### config.mk
export PLATFORM = sky130hd
export DESIGN_NAME = ssc_core
export DESIGN_NICKNAME = d
export VERILOG_FILES = /design/src/ssc_pkg.sv /design/src/ssc_core.sv
export SDC_FILE = /design/constraint.sdc
export NUM_CORES = 1
export LEC_CHECK = 0
export BUFFER_PORTS_ARGS = -buffer_cell sky130_fd_sc_hd__buf_2
export CAP_MARGIN = 25
export CORE_UTILIZATION = 40
export DETAILED_ROUTE_END_ITERATION = 16
export HOLD_SLACK_MARGIN = 0.05
export MAX_ROUTING_LAYER = met4
export PLACE_DENSITY = 0.68
export SLEW_MARGIN = 0
export SYNTH_ARGS = -nofsm -noshare
export SYNTH_HDL_FRONTEND = slang
export SYNTH_SLANG_ARGS = --single-unit
### constraint.sdc
create_clock -name pclk -period 3.6 [get_ports pclk]
set_input_delay 0.54 -clock pclk [delete_from_list [all_inputs] [get_ports pclk]]
set_output_delay 0.54 -clock pclk [all_outputs]
set_load 0.005 [all_outputs]
### src/ssc_pkg.sv
// Package for the serial status/control block: register map, fields, types.
// Assumes an APB slave with 32-bit data; registers sit in the low byte.
package ssc_pkg;
  // Register byte offsets
  localparam logic [7:0] OFS_STATUS = 8'h00;
  localparam logic [7:0] OFS_FRAME = 8'h04;
  localparam logic [7:0] OFS_ENABLE = 8'h08;
  localparam logic [7:0] OFS_DATA = 8'h0C;
  localparam logic [7:0] OFS_MODE = 8'h10;
  // Status field positions
  localparam int ST_TXE = 7;
  localparam int ST_TXC = 6;
  localparam int ST_RXR = 5;
  localparam int ST_IDLE = 4;
  localparam int ST_OVR = 3;
  localparam int ST_NOISE = 2;
  localparam int ST_FRM = 1;
  localparam int ST_PAR = 0;
  // Frame control field positions
  localparam int FC_RX9 = 7;
  localparam int FC_TX9 = 6;
  localparam int FC_LPD = 5;
  localparam int FC_WLEN = 4;
  localparam int FC_WAKE = 3;
  localparam int FC_PEN = 2;
  localparam int FC_PSEL = 1;
  localparam int FC_PIE = 0;
  // Enable control field positions
  localparam int EC_TIE = 7;
  localparam int EC_TRANSMIT_COMPLETE_IRQ_EN = 6;
  localparam int EC_RIE = 5;
  localparam int EC_IDLE_IRQ_EN = 4;
  localparam int EC_MUTE = 1;
  // Reset values
  localparam logic [7:0] STATUS_RST = 8'hC0;
  localparam logic [7:0] FRAME_RST = 8'h00;
  localparam logic [7:0] ENABLE_RST = 8'h00;
  // Clear sequence states
  typedef enum logic [1:0] {
    SEQ_IDLE = 2'b00,
    SEQ_ARMED = 2'b01
  } ssc_seq_t;
  // Receive side event bundle from the shift engine
  typedef struct packed {
    logic word_done;
    logic [8:0] word;
    logic noise;
    logic framing;
    logic idle_line;
    logic addr_mark;
  } ssc_rx_ev_t;
  // Whole block state
  typedef struct packed {
    logic [7:0] status;
    logic [7:0] frame;
    logic [7:0] enable;
    logic [8:0] rx_hold;
    logic [8:0] tx_hold;
    logic idle_armed;
    ssc_seq_t seq;
    logic [1:0] fmt_live;
    logic [2:0] mode_live;
    logic [31:0] prdata;
    logic [1:0] halt_sync;
  } ssc_state_t;
endpackage

### src/ssc_core.sv
// Status, interrupt and frame-format logic of an asynchronous serial interface.
// Assumes APB master on pclk; shift engines and baud generator sit outside.
//
// The APB interface to the registers and the placing of the registers were chosen for this implementation.
`timescale 1ns/1ps
`default_nettype none
module ssc_core (
  // APB clock and reset
  input wire logic pclk,
  input wire logic presetn,
  // APB slave
  input wire logic psel,
  input wire logic penable,
  input wire logic pwrite,
  input wire logic [7:0] paddr,
  input wire logic [31:0] pwdata,
  output logic [31:0] prdata,
  output logic pready,
  output logic pslverr,
  // Processor state
  input wire logic global_mask,
  input wire logic halt_mode,
  // Transmit engine
  output logic tx_load,
  output logic [8:0] tx_word,
  input wire logic tx_shift_free,
  input wire logic tx_data_done,
  input wire logic tx_special_done,
  input wire logic byte_boundary,
  // Receive engine
  input wire ssc_pkg::ssc_rx_ev_t rx_ev,
  // Engine control
  output logic engine_run,
  output logic nine_bit,
  output logic parity_on,
  output logic parity_odd,
  output logic wake_addr,
  // Interrupt request
  output logic irq,
  output logic wake_request
);
  ssc_pkg::ssc_state_t st_reg; // Registered state
  ssc_pkg::ssc_state_t st_next; // Next state
  logic acc; // Access phase
  logic wr; // Write access
  logic rd; // Read access
  logic data_wr; // Data port write
  logic data_rd; // Data port read
  logic run; // Engines permitted to run
  logic muted; // Receiver muted
  logic [7:0] rx_low; // Received low byte
  logic par_bad; // Parity mismatch
  logic overrun; // Word lands on full holder
  logic [7:0] flags_in; // Set events

  // Parity of a byte, odd sense selectable
  function automatic logic par_of(input logic [7:0] d, input logic odd);
    par_of = (^d) ^ odd;
  endfunction

  // Bus decode; always zero wait states
  assign acc = psel && penable;
  assign wr = acc && pwrite;
  assign rd = acc && !pwrite;
  assign data_wr = wr && (paddr == ssc_pkg::OFS_DATA);
  assign data_rd = rd && (paddr == ssc_pkg::OFS_DATA);
  assign pready = 1'b1;
  assign pslverr = 1'b0;
  assign prdata = st_reg.prdata;

  // Halt freezes engines; low power stops after the byte
  assign run = !st_reg.halt_sync[1] && !st_reg.mode_live[2];
  assign engine_run = run;
  assign nine_bit = st_reg.frame[ssc_pkg::FC_WLEN];
  assign parity_on = st_reg.fmt_live[1];
  assign parity_odd = st_reg.fmt_live[0];
  assign wake_addr = st_reg.mode_live[0];
  assign muted = st_reg.enable[ssc_pkg::EC_MUTE];

  // Shifter load only while holder is full and transmit empty clear
  assign tx_load = run && tx_shift_free && !st_reg.status[ssc_pkg::ST_TXE];
  assign tx_word = st_reg.tx_hold;

  // Receive checks
  assign rx_low = rx_ev.word[7:0];
  assign par_bad = st_reg.fmt_live[1] &&
    (nine_bit ? par_of(rx_low, st_reg.fmt_live[0])
              : par_of({1'b0, rx_low[6:0]}, st_reg.fmt_live[0]) != rx_low[7]);
  assign overrun = st_reg.status[ssc_pkg::ST_RXR];

  // Set events from engines
  always_comb begin
    flags_in = 8'h00;
    flags_in[ssc_pkg::ST_TXE] = tx_load;
    flags_in[ssc_pkg::ST_TXC] = run && tx_data_done && !tx_special_done;
    if (run && rx_ev.word_done && !muted) begin
      if (overrun) begin
        flags_in[ssc_pkg::ST_OVR] = 1'b1;
      end else begin
        flags_in[ssc_pkg::ST_RXR] = 1'b1;
        flags_in[ssc_pkg::ST_FRM] = rx_ev.framing;
        flags_in[ssc_pkg::ST_PAR] = nine_bit ? (par_bad ^ rx_ev.word[8]) && st_reg.fmt_live[1]
                                             : par_bad;
      end
      flags_in[ssc_pkg::ST_NOISE] = rx_ev.noise;
    end
    if (run && rx_ev.idle_line && !muted && st_reg.idle_armed) begin
      flags_in[ssc_pkg::ST_IDLE] = 1'b1;
    end
  end

  // Next state
  always_comb begin
    st_next = st_reg;
    st_next.halt_sync = {st_reg.halt_sync[0], halt_mode};
    // Parity, wake and low-power bits take effect only at a byte boundary
    if (byte_boundary) begin
      st_next.fmt_live = {st_reg.frame[ssc_pkg::FC_PEN], st_reg.frame[ssc_pkg::FC_PSEL]};
      st_next.mode_live = {st_reg.frame[ssc_pkg::FC_LPD], 1'b0,
                           st_reg.frame[ssc_pkg::FC_WAKE]};
    end
    // Clear sequence: status access arms, matching data access clears
    if (acc && paddr == ssc_pkg::OFS_STATUS) begin
      st_next.seq = ssc_pkg::SEQ_ARMED;
    end else if (data_wr || data_rd) begin
      st_next.seq = ssc_pkg::SEQ_IDLE;
      if (st_reg.seq == ssc_pkg::SEQ_ARMED) begin
        if (data_wr) begin
          st_next.status[ssc_pkg::ST_TXE] = 1'b0;
          st_next.status[ssc_pkg::ST_TXC] = 1'b0;
        end else begin
          st_next.status[5:1] = 5'b0_0000;
          if (st_reg.status[ssc_pkg::ST_IDLE]) begin
            st_next.idle_armed = 1'b0;
          end
        end
        st_next.status[ssc_pkg::ST_PAR] = 1'b0;
      end
    end
    // Data register write fills holder
    if (data_wr) begin
      st_next.tx_hold = {st_reg.frame[ssc_pkg::FC_TX9], pwdata[7:0]};
      if (st_reg.fmt_live[1]) begin
        if (nine_bit) begin
          st_next.tx_hold[8] = par_of(pwdata[7:0], st_reg.fmt_live[0]);
        end else begin
          st_next.tx_hold[7] = par_of({1'b0, pwdata[6:0]}, st_reg.fmt_live[0]);
        end
      end
    end
    // Received word into holder unless overrun
    if (run && rx_ev.word_done && !muted && !overrun) begin
      st_next.rx_hold = rx_ev.word;
      st_next.frame[ssc_pkg::FC_RX9] = rx_ev.word[8];
      st_next.idle_armed = 1'b1;
    end
    // Wake-up of muted receiver
    if (run && muted) begin
      if (st_reg.mode_live[0] && rx_ev.word_done && rx_ev.addr_mark) begin
        st_next.enable[ssc_pkg::EC_MUTE] = 1'b0;
        st_next.rx_hold = rx_ev.word;
        st_next.status[ssc_pkg::ST_RXR] = 1'b1;
      end else if (!st_reg.mode_live[0] && rx_ev.idle_line) begin
        st_next.enable[ssc_pkg::EC_MUTE] = 1'b0;
      end
    end
    // Register writes
    if (wr && paddr == ssc_pkg::OFS_FRAME) begin
      st_next.frame[6:0] = pwdata[6:0];
    end
    if (wr && paddr == ssc_pkg::OFS_ENABLE) begin
      st_next.enable = pwdata[7:0];
    end
    // Hardware sets win over clears
    st_next.status = st_next.status | flags_in;
    // Read data mux; captured in the setup cycle so it stands during the access
    st_next.prdata = 32'h0000_0000;
    if (psel && !penable && !pwrite) begin
      unique case (paddr)
        ssc_pkg::OFS_STATUS: st_next.prdata[7:0] = st_reg.status;
        ssc_pkg::OFS_FRAME: st_next.prdata[7:0] = st_reg.frame;
        ssc_pkg::OFS_ENABLE: st_next.prdata[7:0] = st_reg.enable;
        ssc_pkg::OFS_DATA: st_next.prdata[7:0] = st_reg.rx_hold[7:0];
        default: st_next.prdata = 32'h0000_0000;
      endcase
    end
  end

  // Shared interrupt; halt blocks wake, wait does not
  always_comb begin
    wake_request = st_reg.enable[ssc_pkg::EC_TIE] && st_reg.status[ssc_pkg::ST_TXE]
      || st_reg.enable[ssc_pkg::EC_TRANSMIT_COMPLETE_IRQ_EN] && st_reg.status[ssc_pkg::ST_TXC]
      || st_reg.enable[ssc_pkg::EC_RIE] && !muted
         && (st_reg.status[ssc_pkg::ST_RXR] || st_reg.status[ssc_pkg::ST_OVR])
      || st_reg.enable[ssc_pkg::EC_IDLE_IRQ_EN] && !muted && st_reg.status[ssc_pkg::ST_IDLE]
      || st_reg.frame[ssc_pkg::FC_PIE] && !muted && st_reg.status[ssc_pkg::ST_PAR];
    wake_request = wake_request && !st_reg.halt_sync[1];
    irq = wake_request && !global_mask;
  end

  // State register
  always_ff @(posedge pclk or negedge presetn) begin
    if (!presetn) begin
      st_reg <= '0;
      st_reg.status <= ssc_pkg::STATUS_RST;
      st_reg.frame <= ssc_pkg::FRAME_RST;
      st_reg.enable <= ssc_pkg::ENABLE_RST;
    end else begin
      st_reg <= st_next;
    end
  end
endmodule
`default_nettype wire

# Word-level counts from Yosys, hierarchy flattened
# Index checks and enable logic that the tools add are counted.
[totals]
output_inout_bits = 51
elab_cells = 126
latch_bits = 0
ram_bits = 0
inputBits = 65
n_memories = 0
romBits = 0
register_bits = 83
[op_classes]
div_mod_pow = 0
n_shift = 0
n_eq_ne = 7
mul = 0
n_addsub = 0
n_lt_le_gt_ge = 0
n_bitwise = 6
n_mux = 34
n_reduce_logical = 66
[op_table]
columns = ["op", "n"]
rows = [
  ["logical AND 1 bit", 37],
  ["two-way mux 8 bit", 4],
  ["one-hot mux 8 bit (4 select lines)", 1],
  ["parity 8 bit", 4],
  ["two-way mux 9 bit", 3],
  ["two-way mux 1 bit", 18],
  ["== test 8 x 4 -> 1 bit (second input constant)", 2],
  ["logical NOT 1 bit", 10],
  ["two-way mux 2 bit", 5],
  ["nonzero test 2 bit", 5],
  ["== test 8 x 3 -> 1 bit (second input constant)", 1],
  ["logical NOT 8 bit", 1],
  ["OR 8 bit", 1],
  ["logical OR 1 bit", 6],
  ["two-way mux 5 bit", 1],
  ["AND reduction 5 bit", 1],
  ["bitwise XOR 1 bit", 5],
  ["two-way mux 4 bit", 1],
  ["inequality test 2 x 1 -> 1 bit (second input constant)", 2],
  ["two-way mux 3 bit", 1],
  ["nonzero test 3 bit", 1],
  ["== test 2 x 1 -> 1 bit (second input constant)", 1],
  ["AND reduction 2 bit", 1],
  ["inequality test 1 bit", 1],
]

# Longest topological paths before layout
# Gate-level depths: netlist of the first run.
[depth]
ltp_word = 11
depth_mapped = 7
depth_no_buf = 5

# Least setup slack after synthesis of the first run
# OpenSTA, ideal clock, no wires.
[synth_path]
kind = "input to register"
start = "input paddr[5]"
end = "register st_reg[68] (netlist bit)"
required_ns = 3.475
setup_ns = 0.125
cell_stages = 6
slack_ns = 1.630
arrival_time_ns = 1.845
n_path_buf = 2
cell_sequence = "nor4_2 -> and4_1 -> buf_6 -> and4b_1 -> buf_6 -> mux2_2"
[synth_via]
elab_chain_len = 2
[synth_rtl]
columns = ["item", "line_no", "text"]
rows = [
  ["start, declared", "ssc_core.sv:15", "input wire logic [7:0] paddr,"],
  ["== test 8 x 3 -> 1 bit", "ssc_core.sv:168", "if (wr && paddr == ssc_pkg::OFS_FRAME) begin"],
  ["logical AND 1 bit", "ssc_core.sv:168", ""],
  ["end signal, assigned", "ssc_core.sv:209", "st_reg <= st_next;"],
  ["end, declared", "ssc_core.sv:42", "ssc_pkg::ssc_state_t st_reg;"],
]
# Every way passes these cells.
# A chain may end at the register's enable or synchronous reset.

# Worst setup path in the final report of the first run
[layout_path]
start = "register st_reg, in the netlist overrun"
end = "output irq"
[layout_via]
elab_chain_len = 7
[layout_rtl]
columns = ["item", "line_no", "text"]
rows = [
  ["logical OR 1 bit", "ssc_core.sv:194", "&& (st_reg.status[ssc_pkg::ST_RXR] || st_reg.status[ssc_pkg::ST_OVR])"],
  ["logical AND 1 bit", "ssc_core.sv:194", ""],
  ["logical OR 1 bit", "ssc_core.sv:193", "|| st_reg.enable[ssc_pkg::EC_RIE] && !muted"],
  ["logical OR 1 bit", "ssc_core.sv:195", "|| st_reg.enable[ssc_pkg::EC_IDLE_IRQ_EN] && !muted && st_reg.status[ssc_pkg::ST_IDLE]"],
  ["logical OR 1 bit", "ssc_core.sv:196", "|| st_reg.frame[ssc_pkg::FC_PIE] && !muted && st_reg.status[ssc_pkg::ST_PAR];"],
  ["logical AND 1 bit", "ssc_core.sv:197", "wake_request = wake_request && !st_reg.halt_sync[1];"],
  ["logical AND 1 bit", "ssc_core.sv:198", "irq = wake_request && !global_mask;"],
  ["end, declared", "ssc_core.sv:39", "output logic irq,"],
]
# Every way passes these cells.

==> reports/results.ini, run 1 <==
[critical_path]
cp-end-kind = primary output
cp_max_fo = 7
crit_family = compound AO/OA/AOI/OAI gates
cpPeakStageDelay_ns = 0.44
crit_chain = o21ai_0 -> a21oi_1 -> a221oi_1 -> nor3_1 -> buf_2
worstSetupStartpoint = overrun
r2r-start = st_reg[1]
critPathKind = reg -> out
r2r_cells = 4
crit_path_top_delay_cell = dfrtp_1
critPathCapture = irq
reg2reg_to = st_reg[75]
path_depth = 5
cp.arrival_ns = 1.62
path_buf_inv = 1
startpoint_type = flip-flop
r2r_slack_ns = 1.89
cp.required_ns = 3.06

[sta]
fmax_mhz = 463
slew_headroom = 0.406
drv_slew = 0
period_needed_ns = 2.16
fin_skew_ns = 0.00493
tightest_slew_ns = 0.892
setup_tns_ns = 0
setup_viol = 0
fin_crit_sh = 0.600
worst_slack_ns = 1.44
hold_viol_final = 0
grt_setup_unrepaired = false

[floorplanning]
die_y_um = 88.2
initial_core_util = 0.412
dieArea_um2 = 7780
fp-row-count = 31
die_width_um = 88.2
ioPinCount = 116
core_um2 = 7210

[layout]
num_antenna_cells = 0
final_common_cell = buf_2
final_nets = 355
layout_common_cells = 65 x buf_2, 55 x dfrtp_1, 34 x mux2_2, 26 x conb_1, 14 x xnor2_1
layout-drive-gt1-share = 0.434
n_fill_cell = 709
area_growth_pct = 13.6
multi_input_area_um2 = 1250
largest_reg_flops = 33
seq_area_um2 = 1430

[placement]
routabilityCongestion = 0.825
portBuffers = 65
dpl_worst_slack_ns = 1.11
place.detailed.hpwl_um = 4600

[routing]
vias = 1929
via_per_inst = 4.90
wl_um = 6140
drtIter0Drc = 95
drc = 0
first_pass_iters = 4
detail-route-antenna-nets = 0
wl_per_cell_um = 15.6

[synthesis]
ys_seq_area_frac = 0.481
yosys_warnings = 0
synthCells = 238
ys.flop_type = dfrtp_1
synth.avg_cell_area_um2 = 12.5
synth_area_um2 = 2970
synth_edf_count = 0
synth-seq-cells = 57
yosysUniqueCellTypes = 36
synthArstFlopShare = 1.00

[clocking]
cts_buffer_depth = 2
clk_latency_ns = 0.34
post_cts_resized = 0
numCtsBuffers = 9
clk_pin_slew_ns = 0.06
numClockSinks = 57
holdBufCountCts = 0
cts_tree = yes
cts_setup_buffers = 0
root_buffer = clkbuf_8
htree_levels = 3

[global_route]
grt-ovfl-total = 0
grt_pass1_vias = 1849
grt_pass1_wl_um = 9720
track_usage = 0.183
grt_max_degree = 41
antenna_found_initial = 0

[power_and_ir_drop]
power.leakage_nw = 1.67
vdd_drop_max_v = 0.000242
p_per_area_nw_per_um2 = 474

[min_path]
hold_path_class = in -> reg

[status]
status = finished, final reports clean

[flow_run]
cap_violations = 0

## worst min path at each step
stage	startpoint	to	slack (ns)	cells past startpoint
CTS	halt_mode	st_next[1]	0.29	1
detailed placement	st_next[1]	st_reg[1]	0.34	0
finish	halt_mode	st_next[1]	0.30	1
global route	halt_mode	st_next[1]	0.28	1
global placement	st_next[1]	st_reg[1]	0.33	0
floorplan	presetn	muted	0.24	0
## kinds of logic (layout without fill, tap and decap cells)
family                 Yosys count  after routing  synth area share
AO/OA/AOI/OAI                   23             23            0.0556
XOR/XNOR                        17             17            0.0547
buffers and inverters           53             86             0.130
flip-flops                      57             57             0.481
multiplexers                    42             42             0.189
other                            2             26           0.00253
AND/OR/NAND/NOR                 44             44            0.0867
## worst reg2reg max path, cell delays in order (launching register included)
cell     delay [ns]
dfrtp_1        0.45
nor3_1         0.41
nand2_1        0.12
nor2_1         0.24
mux2_2         0.37
## routing by layer
layer / global-route usage / share of wire / wire length [µm] / up-vias
li1: - / - / - / 872
met3: 0.0631 / 0.060 / 369 / 9
met2: 0.275 / 0.48 / 2960 / 86
met1: 0.233 / 0.45 / 2730 / 962
met4: 0.0528 / 0.012 / 75 / 0
met5: - / 0 / 0 / -
## final cells by class
class	count	area share
Timing Repair Buffer	66	0.0986
Clock buffer	11	0.0448
Clock inverter	5	0.0230
Tap cell	99	0.0367
Multi-Input combinational cell	152	0.369
Inverter	4	0.00445
Sequential cell	57	0.423
## where the power goes
part	switching [mW]	internal (mW)
registers	0.0320	0.690
clock network	0.259	0.425
logic	0.0887	0.106
## synth_stat cells, types with 3 or more instances
cell	count	area, µm²
dfrtp_1	55	1380
buf_4	43	323
mux2_2	34	383
xnor2_1	14	123
nand2_1	12	45.0
nor2b_1	9	56.3
mux4_2	8	180
o21ai_0	7	35.0
nor2_1	6	22.5
a32o_1	5	50.1
nand3_1	5	25.0
inv_1	4	15.0
buf_2	3	15.0
buf_6	3	33.8
## metrics by stage
stage               instance area (µm²)  utilization  power [mW]  hold WS (ns)  std cells
finish                             3380        0.468        1.60         0.302        394
global placement                   3150        0.436       0.919         0.333        378
detailed placement                 3150        0.436       0.928         0.336        378
floorplan                          3060            -       0.867         0.244        262
CTS                                3380        0.468        1.61         0.291        394
global route                       3380        0.468        1.67         0.285        394
No activity file was read; power rests on OpenSTA's default activity.
==> run 2, diff against run 1 <==
- ABC_AREA: not set -> 1
- PLACE_DENSITY: 0.68 -> 0.67
- clock period: 3.6 -> 2.2 ns (I/O delays scaled with it)
==> run 2 against run 1 <==
Net effect:
- global-route usage increased by 0.17 points
- combinational power rose by 16%
- sequential power is 54% higher
==> reports/results.ini, run 2 <==
[synthesis]
synth-seq-cells = 57
yosysUniqueCellTypes = 35
synth_edf_count = 0
synth_top_cell_area_share = 0.426
synth.most_common_cell = nand2_1
synth.avg_cell_area_um2 = 8.10
synth_area_um2 = 3230
ys_seq_area_frac = 0.442
ys.flop_type = dfrtp_1
synthCells = 399
yosys_warnings = 0
synthTopCellsByArea = dfrtp_1 43%, nand2_1 15%, buf_4 10%
synthArstFlopShare = 1.00
synth_top_cell_by_area = dfrtp_1
ys_top_cells_by_count = 130 x nand2_1, 55 x dfrtp_1, 54 x inv_1, 43 x buf_4, 20 x o21ai_0

[sta]
slew_headroom = 0.515
period_needed_ns = 1.82
hold_viol_final = 0
grt_setup_unrepaired = false
setup_viol = 0
fin_crit_sh = 0.826
fmax_mhz = 550
drv_slew = 0
fin_skew_ns = 0.00755
tightest_slew_ns = 0.727
setup_tns_ns = 0

[clocking]
cts_tree = yes
cts_setup_buffers = 0
clk_pin_slew_ns = 0.06
root_buffer = clkbuf_8
clk_latency_ns = 0.33
numClockSinks = 57
htree_levels = 3
numCtsBuffers = 9
holdBufCountCts = 0
post_cts_resized = 0
cts_buffer_depth = 2

[min_path]
hold_path_class = in -> reg

[global_route]
antenna_found_initial = 0
track_usage = 0.184
grt_pass1_wl_um = 11500
grt-ovfl-total = 0
grt_max_degree = 58
grt_pass1_vias = 2419

[layout]
area_growth_pct = 12.0
final_nets = 522
num_antenna_cells = 0
layout_common_cells = 130 x nand2_1, 65 x buf_2, 55 x dfrtp_1, 54 x inv_1, 26 x conb_1
final_common_cell = nand2_1
largest_reg_flops = 33
layout-drive-gt1-share = 0.251

[critical_path]
cp.arrival_ns = 1.49
cp.required_ns = 1.87
startpoint_type = flip-flop
cp-end-kind = primary output
cp_max_fo = 2
critPathKind = reg -> out

[routing]
vias = 2616
drc = 0
wl_per_cell_um = 12.4
via_per_inst = 4.66
drtIter0Drc = 179
wl_um = 6980
first_pass_iters = 5
detail-route-antenna-nets = 0

[power_and_ir_drop]
p_total_mw = 2.20
p_per_area_nw_per_um2 = 609
vdd_drop_max_v = 0.000351
power.leakage_nw = 2.03

[status]
status = finished, final reports clean

[placement]
routabilityCongestion = 0.889
portBuffers = 65
place.detailed.hpwl_um = 5410

[floorplanning]
core_um2 = 7770
die_y_um = 91.9
die_width_um = 91.9
initial_core_util = 0.416
dieArea_um2 = 8440
ioPinCount = 116
fp-row-count = 32

[flow_run]
cap_violations = 0

-- run 2: changes by cell type in the layout (fill, tap and decap cells not counted), moves of 11 or more --
cell     delta
nand2_1   +118
mux2_2     -31
xnor2_1    -11
inv_1      +50
o21ai_0    +13
o21ai_2    +13
-- run 2: critical path: stages (launching register included) --
cell and delay, ns:
dfstp_2 0.53, inv_1 0.05, o22ai_1 0.14, inv_1 0.07
a211oi_1 0.22, buf_2 0.15
-- run 2: kinds of logic (layout without fill, tap and decap cells) --
logic type	Yosys count	in the layout	synth area share
and+or+nand+nor	175	175	0.246
buffers and inverters	102	138	0.176
DFF	57	57	0.442
AOI/OAI and AO/OA	53	53	0.104
xor gates and xnor gates	7	7	0.0190
muxes	3	3	0.0105
other	2	26	0.00232
-- run 2: final timing paths --
kind	from	to	slack, ns	depth (start not counted)
max in group asynchronous	presetn	prdata[3]	1.57	2
hold reg to reg	st_next[1]	st_reg[1]	0.35	0
min in group asynchronous	presetn	tx_word[6]	0.12	2
hold / removal	halt_mode	st_next[1]	0.11	1
setup / recovery	st_reg[82]	irq	0.38	5
setup reg to reg	st_reg[36]	st_reg[54]	0.59	8
-- run 2: area by class of cell --
type	count	area, µm²
Clock buffer	13	169
Fill cell	791	4150
Inverter	55	206
Multi-Input combinational cell	264	1330
Sequential cell	57	1430
Tap cell	102	128
Timing Repair Buffer	70	363
-- run 2: metrics by stage --
step,worst slack [ns],cells,utilization,area [µm²],hold WS [ns]
after global routing,0.267,561,0.466,3620,0.0831
final,0.383,561,0.466,3620,0.106
after floorplan,0.613,423,-,3320,0.0344
after detailed placement,0.404,548,0.444,3450,0.336
after global placement,0.441,548,0.444,3450,0.332
after CTS,0.367,561,0.466,3620,0.0951
-- run 2: where the power goes --
| part | internal [mW] | total (mW) | leakage [nW] | switching [mW] |
|---|---|---|---|---|
| Combinational | 0.0802 | 0.226 | 1.20 | 0.146 |
| Sequential | 1.09 | 1.11 | 0.748 | 0.0241 |
| Clock | 0.483 | 0.866 | 0.0875 | 0.384 |
-- run 2: metal layers --
| layer | GRT usage | wire [µm] | up-vias |
|---|---|---|---|
| met3 | 0.0580 | 510 | 8 |
| met2 | 0.289 | 3260 | 104 |
| met1 | 0.231 | 3150 | 1210 |
| met5 | - | 0 | - |
| li1 | - | - | 1294 |
| met4 | 0.0508 | 58 | 0 |
==> run 3, diff against run 2 <==
- PLACE_DENSITY: 0.67 -> 0.69
- clock period: 2.2 -> 1.62 ns (I/O delays scaled with it)
==> run 3 against run 2 <==
Net effect:
- the run now ends with setup timing left
- sequential share of layout area decreased by 1.8 points
- utilization up 2.2 points
- non-clock buffer count up 10
- cell count up 2.3%
- clock power rose by 65%
- critical path type unchanged
- largest cell class unchanged
==> reports/results.ini, run 3 (synthesis gave the netlist of run 2 again) <==
[clocking]
htree_levels = 3
cts_tree = yes
clk_pin_slew_ns = 0.06
numCtsBuffers = 9
numClockSinks = 57
cts_buffer_depth = 2
root_buffer = clkbuf_8
clk_latency_ns = 0.34

[critical_path]
cpPeakStageDelay_ns = 0.36
path_buf_inv = 2
cp_max_fo = 2
crit_path_top_delay_cell = dfrtp_1
cp-end-kind = primary output
cp.required_ns = 1.38
critPathKind = reg -> out
crit_chain = inv_2 -> o211ai_1 -> nand2_1 -> a211oi_2 -> buf_2
cp.arrival_ns = 1.42
crit_family = compound AO/OA/AOI/OAI gates
startpoint_type = flip-flop

[global_route]
grt_pass1_wl_um = 11700
antenna_found_initial = 0
grt_pass1_vias = 2419
track_usage = 0.187
grt-ovfl-total = 0
grt_max_degree = 58

[placement]
place.detailed.hpwl_um = 5450
portBuffers = 65
routabilityCongestion = 0.912
place_inst = 552

[floorplanning]
core_um2 = 7770
initial_core_util = 0.416
ioPinCount = 116
fp-row-count = 32
dieArea_um2 = 8440
die_width_um = 91.9
die_y_um = 91.9

[sta]
grt_setup_unrepaired = true
hold_viol_final = 0
fin_crit_sh = 1.02
fmax_mhz = 603
drv_slew = 0
period_needed_ns = 1.66
worst_slack_ns = -0.0391
setup_viol = 1
fin_skew_ns = 0.00531

[min_path]
hold_path_class = in -> reg

[layout]
fin_cells = 574
final_common_cell = nand2_1
largest_reg_flops = 33
layout-drive-gt1-share = 0.282
layout_common_cells = 129 x nand2_1, 65 x buf_2, 55 x dfrtp_1, 50 x inv_1, 26 x conb_1
num_antenna_cells = 0
area_growth_pct = 17.3
n_fill_cell = 755
final_nets = 532

[routing]
first_pass_iters = 6
vias = 2620
wl_um = 7120
drc = 0
drtIter0Drc = 143
wl_per_cell_um = 12.4
via_per_inst = 4.56
detail-route-antenna-nets = 0

[status]
status = finished with violations
violations = setup timing

[flow_run]
cap_violations = 0

[power_and_ir_drop]
vdd_drop_max_v = 0.000703
power.leakage_nw = 2.11
p_total_mw = 3.26
p_per_area_nw_per_um2 = 860

==> run 3: cell types whose count changed in the layout (fill, tap and decap cells not counted), sizes merged <==
cell,before,now
bufinv,0,2
buf,70,78
clkinvlp,0,1
clkbuf,13,10
clkinv,0,3
dlygate4sd3,0,2
==> run 3: layout make-up <==
| type | count | area (µm²) | share of cell area |
|---|---|---|---|
| sequential | 57 | 1430 | 0.377 |
| multi-input combinational | 264 | 1340 | 0.353 |
| timing repair buffer | 80 | 480 | 0.127 |
| inverter | 55 | 206 | 0.0544 |
| clock buffer | 10 | 128 | 0.0337 |
| tap | 102 | 128 | 0.0337 |
| clock inverter | 6 | 82.6 | 0.0218 |
==> run 3: power breakdown <==
group	internal [mW]	switching, mW	total, mW
Combinational	0.122	0.203	0.325
Clock	0.857	0.568	1.43
Sequential	1.48	0.0340	1.51
Total	2.46	0.805	3.26
==> run 3: routing by layer <==
metal / share of wire / GRT usage
met5: 0 / -
met4: 0.024 / 0.0938
met3: 0.046 / 0.0340
met2: 0.46 / 0.280
met1: 0.47 / 0.244
==> run 3: worst register-to-register path, stage by stage (launching register included) <==
cell and delay, ns:
dfrtp_1 0.43, nor2_4 0.10, inv_1 0.07, nor3_2 0.17, nand2_2 0.13, nand2_1 0.18, inv_2 0.13, nand2_1 0.07
o21ai_0 0.07
==> run 3: final timing paths <==
kind / start / end / slack [ns] / depth (start not counted)
hold reg to reg: st_next[1] / st_reg[1] / 0.36 / 0
hold / removal: tx_special_done / st_reg[82] / 0.06 / 2
setup / recovery: st_reg[64] / irq / -0.04 / 5
min in group asynchronous: presetn / tx_word[7] / 0.43 / 3
setup reg to reg: st_reg[1] / st_reg[58] / 0.16 / 8
max in group asynchronous: presetn / st_reg[82] / 0.90 / 3
==> run 3: timing repair <==
item	4_1_cts	5_1_grt
endpoints found under the hold margin	56	0
pin swaps	2	2
gates resized for setup	2	6
hold buffers	2	0
setup endpoints to repair	2	3
buffers inserted	0	4
==> run 3: stage by stage <==
step | area [µm²] | utilization | hold WS [ns] | TNS (ns) | worst slack, ns
2_1_floorplan | 3320 | - | -0.0526 | 0 | 0.120
3_3_place_gp | 3520 | 0.453 | 0.263 | 0 | 0.0217
3_5_place_dp | 3520 | 0.453 | 0.264 | -0.00167 | -0.00167
4_1_cts | 3750 | 0.483 | 0.0511 | -0.102 | -0.0730
5_1_grt | 3790 | 0.488 | 0.0646 | -0.162 | -0.0965
6_report | 3790 | 0.488 | 0.0600 | -0.0391 | -0.0391
